**config.mk**
```make
export PLATFORM = sky130hd
export DESIGN_NAME = fcds_dma
export DESIGN_NICKNAME = d
export VERILOG_FILES = /design/src/hdl/fcds_pkg.sv /design/src/hdl/fcds_dma.sv
export SDC_FILE = /design/constraint.sdc
export NUM_CORES = 1
export LEC_CHECK = 0
export BUFFER_PORTS_ARGS = -buffer_cell sky130_fd_sc_hd__buf_2
export CORE_MARGIN = 4
export CORE_UTILIZATION = 60
export CTS_CLUSTER_DIAMETER = 200
export DETAILED_ROUTE_END_ITERATION = 8
export HOLD_SLACK_MARGIN = 0.1
export PLACE_DENSITY = 0.75
export REMOVE_ABC_BUFFERS = 1
export SLEW_MARGIN = 10
export SYNTH_ARGS = -nofsm -noshare
export SYNTH_HDL_FRONTEND = slang
export SYNTH_HIERARCHICAL = 1
export SYNTH_SLANG_ARGS = --single-unit
```
**constraint.sdc**
```tcl
create_clock -name core_clk_i -period 13.7 [get_ports core_clk_i]
set_input_delay 0 -clock core_clk_i [delete_from_list [all_inputs] [get_ports core_clk_i]]
set_output_delay 0 -clock core_clk_i [all_outputs]
set_load 0.01 [all_outputs]
```
**src/hdl/fcds_pkg.sv**
```systemverilog
/*
 * Constants, types and state codes for the four-channel byte DMA sequencer.
 * Assumes a single 100 MHz core clock; the includer uses every name scoped.
 */
package fcds_pkg;
    localparam int SYNC_W = 18;
    localparam int FIFO_W = 8;
    localparam int FIFO_D = 8;
    localparam logic [3:0] OFS_CMD = 4'h8;
    localparam logic [3:0] OFS_REQ = 4'h9;
    localparam logic [3:0] OFS_SMASK = 4'hA;
    localparam logic [3:0] OFS_MODE = 4'hB;
    localparam logic [3:0] OFS_PTR = 4'hC;
    localparam logic [3:0] OFS_MCLR = 4'hD;
    localparam logic [3:0] OFS_CMASK = 4'hE;
    localparam logic [3:0] OFS_AMASK = 4'hF;
    localparam int CMD_M2M = 0;
    localparam int CMD_HOLD0 = 1;
    localparam int CMD_DIS = 2;
    localparam int CMD_REQLO = 6;
    localparam int CMD_ACKHI = 7;
    localparam int SEL_BIT = 2;
    localparam logic [7:0] CMD_RST = 8'h00;
    localparam logic [3:0] MASK_RST = 4'hF;
    typedef enum logic [1:0] {
        SVC_DEMAND = 2'h0,
        SVC_SINGLE = 2'h1,
        SVC_BLOCK = 2'h2,
        SVC_CASCADE = 2'h3
    } fcds_svc_e;
    typedef enum logic [1:0] {
        XT_VERIFY = 2'h0,
        XT_WRITE = 2'h1,
        XT_READ = 2'h2,
        XT_RSVD = 2'h3
    } fcds_xt_e;
    typedef struct packed {
        fcds_svc_e svc;
        logic dec;
        logic auto_init;
        fcds_xt_e xtype;
    } fcds_mode_s;
    typedef struct packed {
        logic [15:0] base_addr;
        logic [15:0] cur_addr;
        logic [15:0] base_cnt;
        logic [15:0] cur_cnt;
        fcds_mode_s mode;
    } fcds_chan_s;
    typedef enum logic [3:0] {
        ST_IDLE = 4'h0,
        ST_S0 = 4'h1,
        ST_S1 = 4'h2,
        ST_S2 = 4'h3,
        ST_S3 = 4'h4,
        ST_S4 = 4'h5,
        ST_WAIT_STATE = 4'h6,
        ST_S11 = 4'h7,
        ST_S12 = 4'h8,
        ST_S13 = 4'h9,
        ST_S14 = 4'hA,
        ST_S21 = 4'hB,
        ST_S22 = 4'hC,
        ST_S23 = 4'hD,
        ST_S24 = 4'hE,
        ST_CASC = 4'hF
    } fcds_state_e;
endpackage

```
**src/hdl/fcds_dma.sv**
```systemverilog
/*
 * Four-channel byte DMA sequencer with its memory-to-memory byte FIFO.
 * Assumes every pin input is asynchronous to core_clk_i and that the
 * surroundings resolve each three-state pin from its value and active-low enable.
 */
`timescale 1ns/1ns
`default_nettype none

module fcds_fifo #(
    parameter int WIDTH = 8,
    parameter int DEPTH = 8
) (
    input wire logic clk_i,
    input wire logic rst_i,
    input wire logic in_valid_i,
    output logic in_ready_o,
    input wire logic [WIDTH-1:0] in_data_i,
    output logic out_valid_o,
    input wire logic out_ready_i,
    output logic [WIDTH-1:0] out_data_o
);
    localparam int AW = $clog2(DEPTH);
    logic [WIDTH-1:0] mem_q [DEPTH];
    logic [AW-1:0] wp_q, rp_q;
    logic [AW:0] cnt_q;
    logic push, pop;

    assign in_ready_o = cnt_q != DEPTH[AW:0];
    assign out_valid_o = cnt_q != '0;
    assign push = in_valid_i && in_ready_o;
    assign pop = out_valid_o && out_ready_i;
    assign out_data_o = mem_q[rp_q];

    always_ff @(posedge clk_i) begin
        if (push) begin
            mem_q[wp_q] <= in_data_i;
        end
    end

    always_ff @(posedge clk_i or posedge rst_i) begin
        if (rst_i) begin
            wp_q <= '0;
            rp_q <= '0;
            cnt_q <= '0;
        end else begin
            if (push) begin
                wp_q <= wp_q + 1'b1;
            end
            if (pop) begin
                rp_q <= rp_q + 1'b1;
            end
            if (push && !pop) begin
                cnt_q <= cnt_q + 1'b1;
            end else if (pop && !push) begin
                cnt_q <= cnt_q - 1'b1;
            end
        end
    end
endmodule

module fcds_dma (
    input wire logic core_clk_i,
    input wire logic rst_i,
    input wire logic [3:0] channel_request_line_i,
    input wire logic hold_acknowledge_i,
    input wire logic ready_i,
    input wire logic end_of_process_line_n_i,
    input wire logic device_select_n_i,
    input wire logic io_read_strobe_n_i,
    input wire logic io_write_strobe_n_i,
    input wire logic [3:0] register_select_lines_i,
    input wire logic [7:0] db_i,
    output logic hold_request_o,
    output logic [3:0] channel_acknowledge_line_o,
    output logic [15:0] addr_o,
    output logic addr_oe_n_o,
    output logic io_read_strobe_n_o,
    output logic io_write_strobe_n_o,
    output logic memory_read_strobe_n_o,
    output logic memory_write_strobe_n_o,
    output logic strobe_oe_n_o,
    output logic [7:0] db_o,
    output logic db_oe_n_o,
    output logic end_of_process_line_n_o,
    output logic end_of_process_line_oe_n_o,
    output logic [3:0] terminal_count_flag_o
);
    logic [fcds_pkg::SYNC_W-1:0] sy1_q, sy2_q;
    logic [1:0] sy3_q;
    logic [3:0] sel1_q, sel2_q;
    logic [3:0] req_s;
    logic hold_acknowledge_s, rdy_s, eop_s, cs_s, rd_s, wr_s, rd_prev, wr_prev;
    logic [7:0] db_s;

    fcds_pkg::fcds_chan_s chan_q [4];
    fcds_pkg::fcds_state_e st_q;
    logic [7:0] cmd_q, db_q, tmp_q, rd_data;
    logic [3:0] mask_q, sreq_q, tc_q, hreq, valid, tc_set, eop_clr;
    logic [1:0] ch_q, mcnt_q, pick, cur_ch;
    logic ptr_q, end_q, eop_q, db_drv_q;
    logic prog, wr_go, rd_go, mclr, tc_hit, term, active, xfer;
    logic fifo_in_rdy, fifo_out_vld;
    logic [7:0] fifo_out;
    logic [3:0] sel;

    function automatic logic [1:0] fcds_prio(input logic [3:0] r);
        fcds_prio = 2'h0;
        for (int i = 3; i >= 0; i--) begin
            if (r[i]) begin
                fcds_prio = i[1:0];
            end
        end
    endfunction

    function automatic logic [15:0] fcds_step(input logic [15:0] a, input logic dec);
        fcds_step = dec ? a - 16'h0001 : a + 16'h0001;
    endfunction

    // pins are asynchronous; the third stage exists only for strobe edges
    always_ff @(posedge core_clk_i or posedge rst_i) begin
        if (rst_i) begin
            // idle pin levels, so no false request or grant follows reset
            sy1_q <= {4'h0, 1'h0, 5'h1F, 8'h00};
            sy2_q <= {4'h0, 1'h0, 5'h1F, 8'h00};
            sy3_q <= 2'h3;
            sel1_q <= 4'h0;
            sel2_q <= 4'h0;
        end else begin
            sy1_q <= {channel_request_line_i, hold_acknowledge_i, ready_i,
                      end_of_process_line_n_i, device_select_n_i,
                      io_read_strobe_n_i, io_write_strobe_n_i, db_i};
            sy2_q <= sy1_q;
            sy3_q <= sy2_q[9:8];
            // same delay as the strobes, so index and strobe edge line up
            sel1_q <= register_select_lines_i;
            sel2_q <= sel1_q;
        end
    end

    assign req_s = sy2_q[17:14];
    assign hold_acknowledge_s = sy2_q[13];
    assign rdy_s = sy2_q[12];
    assign eop_s = !sy2_q[11];
    assign cs_s = !sy2_q[10];
    assign rd_s = !sy2_q[9];
    assign wr_s = !sy2_q[8];
    assign db_s = sy2_q[7:0];
    assign rd_prev = !sy3_q[1];
    assign wr_prev = !sy3_q[0];
    assign sel = sel2_q;

    // the synchronised acknowledge already implies a clock edge after its fall
    // register access never waits on requests, but it does need a running clock
    assign prog = cs_s && !hold_acknowledge_s &&
                  (st_q == fcds_pkg::ST_IDLE || st_q == fcds_pkg::ST_S0);
    // writes act on the trailing edge so the sampled data has settled
    assign wr_go = prog && !wr_s && wr_prev;
    assign rd_go = prog && rd_s && !rd_prev;
    assign mclr = wr_go && sel == fcds_pkg::OFS_MCLR;

    assign hreq = cmd_q[fcds_pkg::CMD_REQLO] ? ~req_s : req_s;
    assign valid = sreq_q | (hreq & ~mask_q);
    assign pick = fcds_prio(valid);

    assign cur_ch = (st_q == fcds_pkg::ST_S24) ? 2'h1 : ch_q;
    assign tc_hit = chan_q[cur_ch].cur_cnt == 16'h0000;
    assign xfer = st_q == fcds_pkg::ST_S4 || st_q == fcds_pkg::ST_S24;
    assign term = xfer && (tc_hit || end_q || eop_s);
    assign tc_set = (xfer && tc_hit) ? (4'h1 << cur_ch) : 4'h0;
    assign eop_clr = term ? (4'h1 << cur_ch) : 4'h0;

    always_ff @(posedge core_clk_i or posedge rst_i) begin
        if (rst_i) begin
            st_q <= fcds_pkg::ST_IDLE;
            ch_q <= 2'h0;
        end else if (mclr) begin
            st_q <= fcds_pkg::ST_IDLE;
        end else begin
            case (st_q)
                fcds_pkg::ST_IDLE: begin
                    // a grant left from the last service must drop before a new request
                    if (|valid && !cmd_q[fcds_pkg::CMD_DIS] && !hold_acknowledge_s) begin
                        st_q <= fcds_pkg::ST_S0;
                    end
                end
                fcds_pkg::ST_S0: begin
                    if (hold_acknowledge_s) begin
                        ch_q <= pick;
                        if (valid == 4'h0) begin
                            st_q <= fcds_pkg::ST_IDLE;
                        end else if (chan_q[pick].mode.svc == fcds_pkg::SVC_CASCADE) begin
                            st_q <= fcds_pkg::ST_CASC;
                        end else if (cmd_q[fcds_pkg::CMD_M2M] && pick == 2'h0) begin
                            st_q <= fcds_pkg::ST_S11;
                        end else begin
                            st_q <= fcds_pkg::ST_S1;
                        end
                    end
                end
                fcds_pkg::ST_CASC: begin
                    if (!valid[ch_q]) begin
                        st_q <= fcds_pkg::ST_IDLE;
                    end
                end
                fcds_pkg::ST_S1: st_q <= fcds_pkg::ST_S2;
                fcds_pkg::ST_S2: st_q <= fcds_pkg::ST_S3;
                fcds_pkg::ST_S3, fcds_pkg::ST_WAIT_STATE: begin
                    // verify moves nothing, so it never waits
                    if (rdy_s || chan_q[ch_q].mode.xtype == fcds_pkg::XT_VERIFY) begin
                        st_q <= fcds_pkg::ST_S4;
                    end else begin
                        st_q <= fcds_pkg::ST_WAIT_STATE;
                    end
                end
                fcds_pkg::ST_S4: begin
                    if (term || chan_q[ch_q].mode.svc == fcds_pkg::SVC_SINGLE) begin
                        st_q <= fcds_pkg::ST_IDLE;
                    end else if (chan_q[ch_q].mode.svc == fcds_pkg::SVC_DEMAND &&
                                 !hreq[ch_q] && !sreq_q[ch_q]) begin
                        st_q <= fcds_pkg::ST_IDLE;
                    end else begin
                        st_q <= fcds_pkg::ST_S2;
                    end
                end
                fcds_pkg::ST_S11: st_q <= fcds_pkg::ST_S12;
                fcds_pkg::ST_S12: st_q <= fcds_pkg::ST_S13;
                fcds_pkg::ST_S13: st_q <= fcds_pkg::ST_S14;
                fcds_pkg::ST_S14: st_q <= fcds_pkg::ST_S21;
                fcds_pkg::ST_S21: begin
                    // the read byte reaches the sampled bus here; full buffer stalls
                    if (fifo_in_rdy) begin
                        st_q <= fcds_pkg::ST_S22;
                    end
                end
                fcds_pkg::ST_S22: begin
                    if (fifo_out_vld) begin
                        st_q <= fcds_pkg::ST_S23;
                    end
                end
                fcds_pkg::ST_S23: st_q <= fcds_pkg::ST_S24;
                fcds_pkg::ST_S24: st_q <= term ? fcds_pkg::ST_IDLE : fcds_pkg::ST_S11;
                default: st_q <= fcds_pkg::ST_IDLE;
            endcase
        end
    end

    // external end of process is held until the transfer it belongs to ends
    always_ff @(posedge core_clk_i or posedge rst_i) begin
        if (rst_i) begin
            end_q <= 1'b0;
            eop_q <= 1'b0;
        end else begin
            eop_q <= xfer && tc_hit;
            if (st_q == fcds_pkg::ST_S0 || st_q == fcds_pkg::ST_IDLE) begin
                end_q <= 1'b0;
            end else if (eop_s && active) begin
                end_q <= 1'b1;
            end
        end
    end

    always_ff @(posedge core_clk_i or posedge rst_i) begin
        if (rst_i) begin
            for (int i = 0; i < 4; i++) begin
                chan_q[i] <= '0;
            end
        end else begin
            if (wr_go && !sel[3]) begin
                if (!sel[0]) begin
                    if (ptr_q) begin
                        chan_q[sel[2:1]].base_addr[15:8] <= db_s;
                        chan_q[sel[2:1]].cur_addr[15:8] <= db_s;
                    end else begin
                        chan_q[sel[2:1]].base_addr[7:0] <= db_s;
                        chan_q[sel[2:1]].cur_addr[7:0] <= db_s;
                    end
                end else begin
                    if (ptr_q) begin
                        chan_q[sel[2:1]].base_cnt[15:8] <= db_s;
                        chan_q[sel[2:1]].cur_cnt[15:8] <= db_s;
                    end else begin
                        chan_q[sel[2:1]].base_cnt[7:0] <= db_s;
                        chan_q[sel[2:1]].cur_cnt[7:0] <= db_s;
                    end
                end
            end
            if (wr_go && sel == fcds_pkg::OFS_MODE) begin
                chan_q[db_s[1:0]].mode <= fcds_pkg::fcds_mode_s'(db_s[7:2]);
            end
            if (xfer) begin
                chan_q[cur_ch].cur_addr <= fcds_step(chan_q[cur_ch].cur_addr,
                                                     chan_q[cur_ch].mode.dec);
                chan_q[cur_ch].cur_cnt <= chan_q[cur_ch].cur_cnt - 16'h0001;
                if (term && chan_q[cur_ch].mode.auto_init) begin
                    chan_q[cur_ch].cur_addr <= chan_q[cur_ch].base_addr;
                    chan_q[cur_ch].cur_cnt <= chan_q[cur_ch].base_cnt;
                end
            end
            // the source channel rolls over silently and only reloads
            if (st_q == fcds_pkg::ST_S14) begin
                if (!cmd_q[fcds_pkg::CMD_HOLD0]) begin
                    chan_q[0].cur_addr <= fcds_step(chan_q[0].cur_addr, chan_q[0].mode.dec);
                end
                chan_q[0].cur_cnt <= chan_q[0].cur_cnt - 16'h0001;
                if (chan_q[0].cur_cnt == 16'h0000 && chan_q[0].mode.auto_init) begin
                    chan_q[0].cur_addr <= chan_q[0].base_addr;
                    chan_q[0].cur_cnt <= chan_q[0].base_cnt;
                end
            end
        end
    end

    always_ff @(posedge core_clk_i or posedge rst_i) begin
        if (rst_i) begin
            cmd_q <= fcds_pkg::CMD_RST;
            mask_q <= fcds_pkg::MASK_RST;
            sreq_q <= 4'h0;
            tc_q <= 4'h0;
            ptr_q <= 1'b0;
            mcnt_q <= 2'h0;
        end else if (mclr) begin
            cmd_q <= fcds_pkg::CMD_RST;
            mask_q <= fcds_pkg::MASK_RST;
            sreq_q <= 4'h0;
            tc_q <= tc_set;
            ptr_q <= 1'b0;
            mcnt_q <= 2'h0;
        end else begin
            if (wr_go && sel == fcds_pkg::OFS_CMD) begin
                cmd_q <= db_s;
            end
            // a flag set in the cycle of a status read survives the read
            tc_q <= ((rd_go && sel == fcds_pkg::OFS_CMD) ? 4'h0 : tc_q) | tc_set;
            if (wr_go && sel == fcds_pkg::OFS_REQ) begin
                sreq_q <= (sreq_q & ~(4'h1 << db_s[1:0]) & ~eop_clr) |
                          ({3'h0, db_s[fcds_pkg::SEL_BIT]} << db_s[1:0]);
            end else begin
                sreq_q <= sreq_q & ~eop_clr;
            end
            if (wr_go && sel == fcds_pkg::OFS_SMASK) begin
                mask_q[db_s[1:0]] <= db_s[fcds_pkg::SEL_BIT];
            end else if (wr_go && sel == fcds_pkg::OFS_AMASK) begin
                mask_q <= db_s[3:0];
            end else if (wr_go && sel == fcds_pkg::OFS_CMASK) begin
                mask_q <= 4'h0;
            end else if (term && !chan_q[cur_ch].mode.auto_init) begin
                mask_q[cur_ch] <= 1'b1;
            end
            if ((wr_go || rd_go) && !sel[3]) begin
                ptr_q <= !ptr_q;
            end else if (wr_go && sel == fcds_pkg::OFS_PTR) begin
                ptr_q <= 1'b0;
            end else if (rd_go && sel == fcds_pkg::OFS_PTR) begin
                ptr_q <= 1'b1;
            end
            if (rd_go && sel == fcds_pkg::OFS_CMASK) begin
                mcnt_q <= 2'h0;
            end else if (rd_go && sel == fcds_pkg::OFS_MODE) begin
                mcnt_q <= mcnt_q + 2'h1;
            end
        end
    end

    always_comb begin
        logic [15:0] w;
        w = sel[0] ? chan_q[sel[2:1]].cur_cnt : chan_q[sel[2:1]].cur_addr;
        rd_data = 8'h00;
        if (!sel[3]) begin
            rd_data = ptr_q ? w[15:8] : w[7:0];
        end else begin
            case (sel)
                fcds_pkg::OFS_CMD: rd_data = {hreq, tc_q};
                fcds_pkg::OFS_MODE: rd_data = {chan_q[mcnt_q].mode, mcnt_q};
                fcds_pkg::OFS_MCLR: rd_data = tmp_q;
                default: rd_data = 8'h00;
            endcase
        end
    end

    fcds_fifo #(
        .WIDTH(fcds_pkg::FIFO_W),
        .DEPTH(fcds_pkg::FIFO_D)
    ) u_fifo (
        .clk_i(core_clk_i),
        .rst_i(rst_i),
        .in_valid_i(st_q == fcds_pkg::ST_S21),
        .in_ready_o(fifo_in_rdy),
        .in_data_i(db_s),
        .out_valid_o(fifo_out_vld),
        .out_ready_i(st_q == fcds_pkg::ST_S22),
        .out_data_o(fifo_out)
    );

    always_ff @(posedge core_clk_i or posedge rst_i) begin
        if (rst_i) begin
            db_q <= 8'h00;
            tmp_q <= 8'h00;
            db_drv_q <= 1'b0;
        end else begin
            if (st_q == fcds_pkg::ST_S22 && fifo_out_vld) begin
                db_q <= fifo_out;
                tmp_q <= fifo_out;
            end else if (rd_go) begin
                db_q <= rd_data;
            end
            db_drv_q <= (prog && rd_s) || st_q == fcds_pkg::ST_S23 ||
                        (st_q == fcds_pkg::ST_S22 && fifo_out_vld);
        end
    end

    // cascade, idle and the first service state leave the shared buses alone
    assign active = !(st_q == fcds_pkg::ST_IDLE || st_q == fcds_pkg::ST_S0 ||
                      st_q == fcds_pkg::ST_CASC);

    always_comb begin
        logic rd_ph, m2m;
        logic [3:0] ack;
        rd_ph = st_q == fcds_pkg::ST_S3 || st_q == fcds_pkg::ST_WAIT_STATE ||
                st_q == fcds_pkg::ST_S4;
        m2m = st_q >= fcds_pkg::ST_S11 && st_q <= fcds_pkg::ST_S24;
        ack = ((st_q >= fcds_pkg::ST_S1 && st_q <= fcds_pkg::ST_WAIT_STATE) ||
               st_q == fcds_pkg::ST_CASC) ? (4'h1 << ch_q) : 4'h0;
        // both halves fire in one window; the byte moves between the peers
        io_read_strobe_n_o = !(rd_ph && chan_q[ch_q].mode.xtype == fcds_pkg::XT_WRITE);
        memory_write_strobe_n_o = !((rd_ph && chan_q[ch_q].mode.xtype == fcds_pkg::XT_WRITE) ||
                                    st_q == fcds_pkg::ST_S23 || st_q == fcds_pkg::ST_S24);
        memory_read_strobe_n_o = !((rd_ph && chan_q[ch_q].mode.xtype == fcds_pkg::XT_READ) ||
                                   st_q == fcds_pkg::ST_S13 || st_q == fcds_pkg::ST_S14);
        io_write_strobe_n_o = !(rd_ph && chan_q[ch_q].mode.xtype == fcds_pkg::XT_READ);
        addr_o = m2m ? chan_q[(st_q >= fcds_pkg::ST_S21) ? 2'h1 : 2'h0].cur_addr
                     : chan_q[ch_q].cur_addr;
        channel_acknowledge_line_o = cmd_q[fcds_pkg::CMD_ACKHI] ? ack : ~ack;
    end

    assign hold_request_o = st_q != fcds_pkg::ST_IDLE;
    assign addr_oe_n_o = !active;
    assign strobe_oe_n_o = !active;
    assign db_o = db_q;
    assign db_oe_n_o = !db_drv_q;
    assign end_of_process_line_n_o = 1'b0;
    assign end_of_process_line_oe_n_o = !eop_q;
    assign terminal_count_flag_o = tc_q;
endmodule

`default_nettype wire

```
* Word-level counts from Yosys, hierarchy flattened
Memory sizes are Yosys's and may differ from the RTL's.
Index checks and enable logic that the tools add are counted.
** Operators by class
- Order comparisons :: 20
- Multipliers :: 0
- Reductions and logical operators :: 101
- Div/mod/pow operators :: 0
- $add $sub $neg :: 11
- Shift operators :: 4
- Eq/ne operators :: 33
- Bitwise logic cells :: 21
- Multiplexer cells :: 134
** Operators by type and width (count)
- $bwmux 280 :: 13
- $mux 280 :: 7
- $demux 70 s2 :: 11
- $bmux 70 s2 :: 6
- $mux 54 :: 8
- $mux 70 :: 3
- $mux 16 :: 9
- $mux 4 :: 24
- $eq 4x4->1 const B :: 16
- $sub 16x1->16 const B :: 4
- $mux 62 :: 1
- $pmux 4 s15 :: 1
- $mux 8 :: 6
- $mux 46 :: 1
- $logic_and 1x1->1 :: 44
- $mux 22 :: 2
- $mux 38 :: 1
- $add 16x1->16 const B :: 2
- $logic_not 16->1 :: 2
- $mux 30 :: 1
- $mux 6 :: 5
- $pmux 8 s3 :: 1
- $mux 2 :: 11
- $ge 3x3->1 const B :: 7
- 46 further kinds :: 138
** Word-level totals
- Memory bits (writable) :: 64
- Output and inout bits :: 42
- Latch bits :: 0
- Bits in read-only memories :: 0
- Input port bits :: 24
- Word-level logic and storage cells :: 378
- Memories :: 1
- Flip-flop bits (word level) :: 384
** Memory list
- u_fifo.mem_q :: depth 8, width 8, rd ports 1, clocked after memory_dff 0, wr ports 1, RTL line fcds_dma.sv:23 : logic [WIDTH-1:0] mem_q [DEPTH];

* Longest topological paths before layout
- Depth after elaboration :: 21
- Mapped depth :: 20
- Gate-level depth less buffers :: 16

* Hierarchy
Netlist, hierarchy kept.
** By module, submodules not included
- fcds_dma :: instances 1, cells each 2337, seq. area each 9303.9 um2, area each 22664.2 um2
- fcds_fifo :: instances 1, cells each 156, seq. area each 2172.1 um2, area each 3113.0 um2

* Least setup slack after synthesis
Ideal clock, no wire load.
- Path kind :: reg-to-reg
- Start point :: register st_q[0]
- End point :: register chan_q[122] (netlist name)
- Arrival :: 3.881 ns
- Data required time :: 13.563 ns
- Stages on the path, launching flop included :: 20
- Period minus slack after synthesis :: 4.018 ns
- Setup slack :: 9.682 ns
- Library setup time :: 0.137 ns
- Buffers on the path :: 4
- Path through :: dfrtp_1 -> nand4b_4 -> buf_2 -> buf_2 -> buf_2 -> nand2_1 -> clkbuf_1 -> nor2_1 -> nor4_1 -> inv_1 -> fa_1 -> inv_1 -> a21oi_1 -> nor4b_1 -> o311a_1 -> o22ai_1 -> a211oi_1 -> mux2i_1 -> and2_1 -> a21oi_1
** On the way
- Longest elaborated chain between the ends :: 15
- Elaborated cells on any way between the ends :: 39
- Those cells by class :: 2 x add/sub; 2 x order compare; 3 x eq/ne; 17 x mux; 1 x bitwise; 14 x reduce/logical
** RTL lines
- start: declaration :: RTL line fcds_dma.sv:96 : fcds_pkg::fcds_state_e st_q;
- start signal: assignment :: RTL line fcds_dma.sv:174 : st_q <= fcds_pkg::ST_IDLE;
- start signal: assignment :: RTL line fcds_dma.sv:177 : st_q <= fcds_pkg::ST_IDLE;
- start signal: assignment :: RTL line fcds_dma.sv:183 : st_q <= fcds_pkg::ST_S0;
- parallel branches: the longest is 14 deep, another holds $add 16x1->16
- $mux 280 * :: RTL line fcds_dma.sv:290 : if (xfer) begin
- end: declaration :: RTL line fcds_dma.sv:95 : fcds_pkg::fcds_chan_s chan_q [4];
Mark *: on every way between the ends. The select of a mux whose other input is x is not followed.
A chain may end at the register's enable or synchronous reset.

* Worst setup path in the final report
- Start point :: register st_q[2]
- End point :: register mask_q[3]
** On the way
- Longest elaborated chain between the ends :: 12
- Elaborated cells on any way between the ends :: 36
- Those cells by class :: 2 x order compare; 3 x eq/ne; 11 x mux; 2 x bitwise; 18 x reduce/logical
** RTL lines
- $eq 4x4->1 :: RTL line fcds_dma.sv:165, fcds_dma.sv:167
- $mux 2 :: RTL line fcds_dma.sv:165 : assign cur_ch = (st_q == fcds_pkg::ST_S24) ? 2'h1 : ch_q;
- $lt 2x3->1 (not written as such), or another cell as far along :: RTL line fcds_dma.sv:347 : mask_q[cur_ch] <= 1'b1;
- $logic_and 1x1->1 (not written as such) or $bmux 70 s2 (tied branches) :: RTL line fcds_dma.sv:347, fcds_dma.sv:166, fcds_dma.sv:346
- $mux 1 (not written as such) or $mux 70 (tied branches) :: RTL line fcds_dma.sv:347, fcds_dma.sv:346
- $demux 1 s2 or $mux 70 (tied branches) :: RTL line fcds_dma.sv:347, fcds_dma.sv:346
- $or 4x4->4 (no line) or $logic_not 16->1 (tied branches)
- $mux 4 or $logic_or 1x1->1 (tied branches) :: RTL line fcds_dma.sv:346, fcds_dma.sv:168
- $mux 4 or $logic_or 1x1->1 (tied branches) :: RTL line fcds_dma.sv:344, fcds_dma.sv:168
- $mux 4 or $logic_and 1x1->1 (tied branches) :: RTL line fcds_dma.sv:342, fcds_dma.sv:168
- $mux 4 or $logic_and 1x1->1 (tied branches) :: RTL line fcds_dma.sv:340, fcds_dma.sv:346
- $mux 4 or $reduce_bool 5->1 (tied branches)
- end signal: assignment :: RTL line fcds_dma.sv:323 : mask_q <= fcds_pkg::MASK_RST;
- end signal: indexed assignment :: RTL line fcds_dma.sv:341 : mask_q[db_s[1:0]] <= db_s[fcds_pkg::SEL_BIT];
- end signal: assignment :: RTL line fcds_dma.sv:343 : mask_q <= db_s[3:0];
- end: declaration :: RTL line fcds_dma.sv:98 : logic [3:0] mask_q, sreq_q, tc_q, hreq, valid, tc_set, eop_clr;
Several ways; a longest one is shown, not always the timed one. The select of a mux whose other input is x is not followed.

==> results.cfg <==
[placed_design]
numPortBuffers = 64
hpwl_mm = 55.1
routabilityCongestion = 0.981

[sta]
fmax_ghz = 0.164
hold_violations = 0
setup_viol = 0
post-route-period-util = 0.445
slew_headroom = 0.0959
clock_skew_ns = 0.0366
fin_tns_setup_ns = 0
grt_setup_unrepaired = no
finalCriticalPeriod_ns = 6.10
finalMaxSlewViolations = 0
holdWs_ns = 0.0659
tightest_slew_ns = 1.35

[worst_setup_path]
r2r_setup_slack_ns = 7.60
critical_path_depth = 12
crit_buf_inv = 2
max_stage_delay_ns = 1.03
cp_max_fo = 62
timing.rr.start = st_q[2]
path_cells = nand4b_4 > buf_4 > nand2_1 > buf_4 > a221o_1 > nor4b_2 > nand3_1 > o21a_1 > nor2_1 > a211oi_1 > a21oi_1 > mux2_1
crit_arrival_ns = 6.64
r2r_end = mask_q[3]
crit_slowest_cell = nand2_1
worst_ep_required_time_ns = 14.24
cp_top_family = simple AND/OR/NAND/NOR gates
crit_path_end_kind = flip-flop
reg2regPathDepth = 12
crit_type = flip-flop to flip-flop
crit_path_start_kind = flip-flop
crit_top_cell = buf_4

[power_and_ir_drop]
p_int_w = 0.00338
swShare = 0.409
leakagePower_nw = 12.1
p_per_area_mw_per_mm2 = 200
comb_power_share = 0.423
power_frac_seq = 0.334
power_w = 0.00571
p_clk_frac = 0.244
vdd_drop_max_v = 0.000126
power_switching_w = 0.00233

[final_layout]
antenna_cells = 0
drive_above_1_share = 0.192
nFillCells = 3182
syn2layout_area_growth_pct = 10.7
final_nets = 2570

[status]
status = finished, violations left
violations = DRC

[grt]
grt_pass1_wl_mm = 132
antenna_found_initial = 1
grt_max_degree = 112
track_usage = 0.369
grt-ovfl-total = 0
first_global_vias = 21677

[detailed_routing]
post_drt_wl_per_cell_um = 28.2
met1_length_mm = 32.6
drt_wl_total_mm = 87.3
wl_met2_mm = 38.0
drt_first_pass_iters = 9
num_vias = 22197
wl_met3_mm = 11.1
drt_iter0_drc = 3427
dr.max_layer_used = met4
antenna_left = 0
viasPerCell = 7.18
drc = 3

[synthesis]
synth_area_leaders = dfrtp_1 (35%), edfxtp_1 (7.5%), mux2_2 (5.9%)
avgSynthCellArea_um2 = 10.3
ys_seq_area_frac = 0.445
ys_ff_latch = 445
synth_flop_cell = dfrtp_1
synth_top_area_cell = dfrtp_1
synth_top_area_frac = 0.354
yosys_warnings = 6
synth-edff-count = 64
async_flop_share = 0.856
netlist_instances = 2493
synth_area_mm2 = 0.0258
synth_cell_types = 107

[floorplan]
dieHeight_um = 215
io_pins = 66
die_x_um = 215
dieArea_mm2 = 0.0463
core_mm2 = 0.0422
rows = 75
initial_core_util = 0.610

[clock_tree]
cts_tree = built
numCtsBuffers = 47
cts_sinks = 445
root_buffer = clkbuf_16
htreeDepth = 2
clk_latency_ns = 0.61
clockBufferDepth = 3
post_cts_resized = 0
cts.clk_slew.worst_paths_ns = 0.07

[run]
cap_violations = 0

[worst_hold_path]
hold_path_class = input pin to async pin
## cells in the final DEF (no fill, tap or decap), drive strengths merged, types with 21 or more instances in the layout
cell         instances
a211oi              48
a21oi              175
a22o                24
a22oi               62
a31oi               21
and3                35
buf                115
clkbuf              65
dfrtp              365
dlygate4sd3         46
edfxtp              64
ha                  30
inv                 41
mux2               136
mux2i               88
mux4                83
nand2              315
nand2b              27
nand3               74
nor2               137
nor2b               45
nor3                44
o21ai              155
o22ai               35
xnor2               45
xor2                23
## tightest hold or removal path, cell delays in order
cell and delay [ns]:
dlygate4sd3_1 0.53, buf_2 0.16, inv_8 0.45
## cells by family after synthesis
| group | after synthesis | share of synthesized area |
|---|---|---|
| AO/OA/AOI/OAI | 627 | 0.158 |
| buffers and inverters | 230 | 0.0387 |
| AND/OR/NAND/NOR | 780 | 0.148 |
| multiplexers | 307 | 0.170 |
| flip-flops | 445 | 0.445 |
| adder cells (fa/ha/maj) | 35 | 0.0177 |
| XOR/XNOR | 68 | 0.0231 |
| other | 1 | 0.000145 |
## synthesized netlist by cell type, drive strengths merged (21+ instances only)
cell,count
buf,52
nand2,315
mux2,136
mux4,83
o22ai,35
clkbuf,138
xnor2,45
nor2,137
a22oi,62
o21ai,155
and3,35
ha,30
edfxtp,64
a211oi,48
inv,40
dfrtp,365
a31oi,21
nor2b,45
mux2i,88
nand2b,27
nor3,44
a21oi,175
xor2,23
a22o,24
nand3,74
## sequential cells by signal, indices dropped and copies added, names as in the netlist, 2 cells and up
register,flops
cmd_q,5
sy2_q,18
mcnt_q,2
sy3_q,2
u_fifo/wp_q,3
u_fifo/rp_q,3
chan_q,280
u_fifo/cnt_q,4
sel1_q,4
tmp_q,8
u_fifo/mem_q,64
ch_q,2
sreq_q,4
sel,4
sy1_q,18
terminal_count_flag_o,4
db_o,8
st_q,4
mask_q,4
## per-stage QoR
step / setup slack [ns] / utilization / instances / cell area (um2)
after floorplan: 3.42 / - / 2303 / 24900
after global placement: 8.14 / 0.625 / 2957 / 26400
after detailed placement: 7.96 / 0.625 / 2957 / 26400
after CTS: 7.95 / 0.676 / 3090 / 28500
after global routing: 7.65 / 0.676 / 3090 / 28500
final: 7.60 / 0.676 / 3090 / 28500
## layer usage
layer  global-route usage  up-vias
met5                    0        -
met4                0.189        0
met3               0.0921      413
met2                0.554     1715
met1                0.501    10805
li1                     -     9264
## cell type report
cell class | count | area (um2) | area share
tap | 539 | 674 | 0.0236
clock buffer | 65 | 1340 | 0.0468
sequential | 445 | 11500 | 0.402
inverter | 40 | 158 | 0.00553
multi-input combinational | 1818 | 13400 | 0.469
clock inverter | 22 | 340 | 0.0119
timing repair buffer | 161 | 1160 | 0.0408
## worst max-delay path by stage
stage	slack, ns	start	end
after floorplan	3.42	rst_i	ch_q[0]
after global placement	8.14	st_q[2]	mask_q[3]
after detailed placement	7.96	st_q[2]	mask_q[3]
after CTS	7.95	st_q[2]	mask_q[3]
after global routing	7.65	st_q[2]	chan_q[118]
final	7.60	st_q[2]	mask_q[3]
## power groups by stage
stage	registers (W)	logic, W	clock network (W)
finish	0.00191	0.00242	0.00139
global route	0.00194	0.00257	0.00146
CTS	0.00189	0.00234	0.00140
detailed placement	0.00191	0.00231	0
global placement	0.00189	0.00226	0
floorplan	0.00184	0.00159	0
## repair_timing
action,in CTS,in global routing
endpoints found under the setup margin,0,0
endpoints found under the hold margin,142,0
hold buffers,46,0
buffers inserted,0,0
Power figures use the tool's default switching activity.
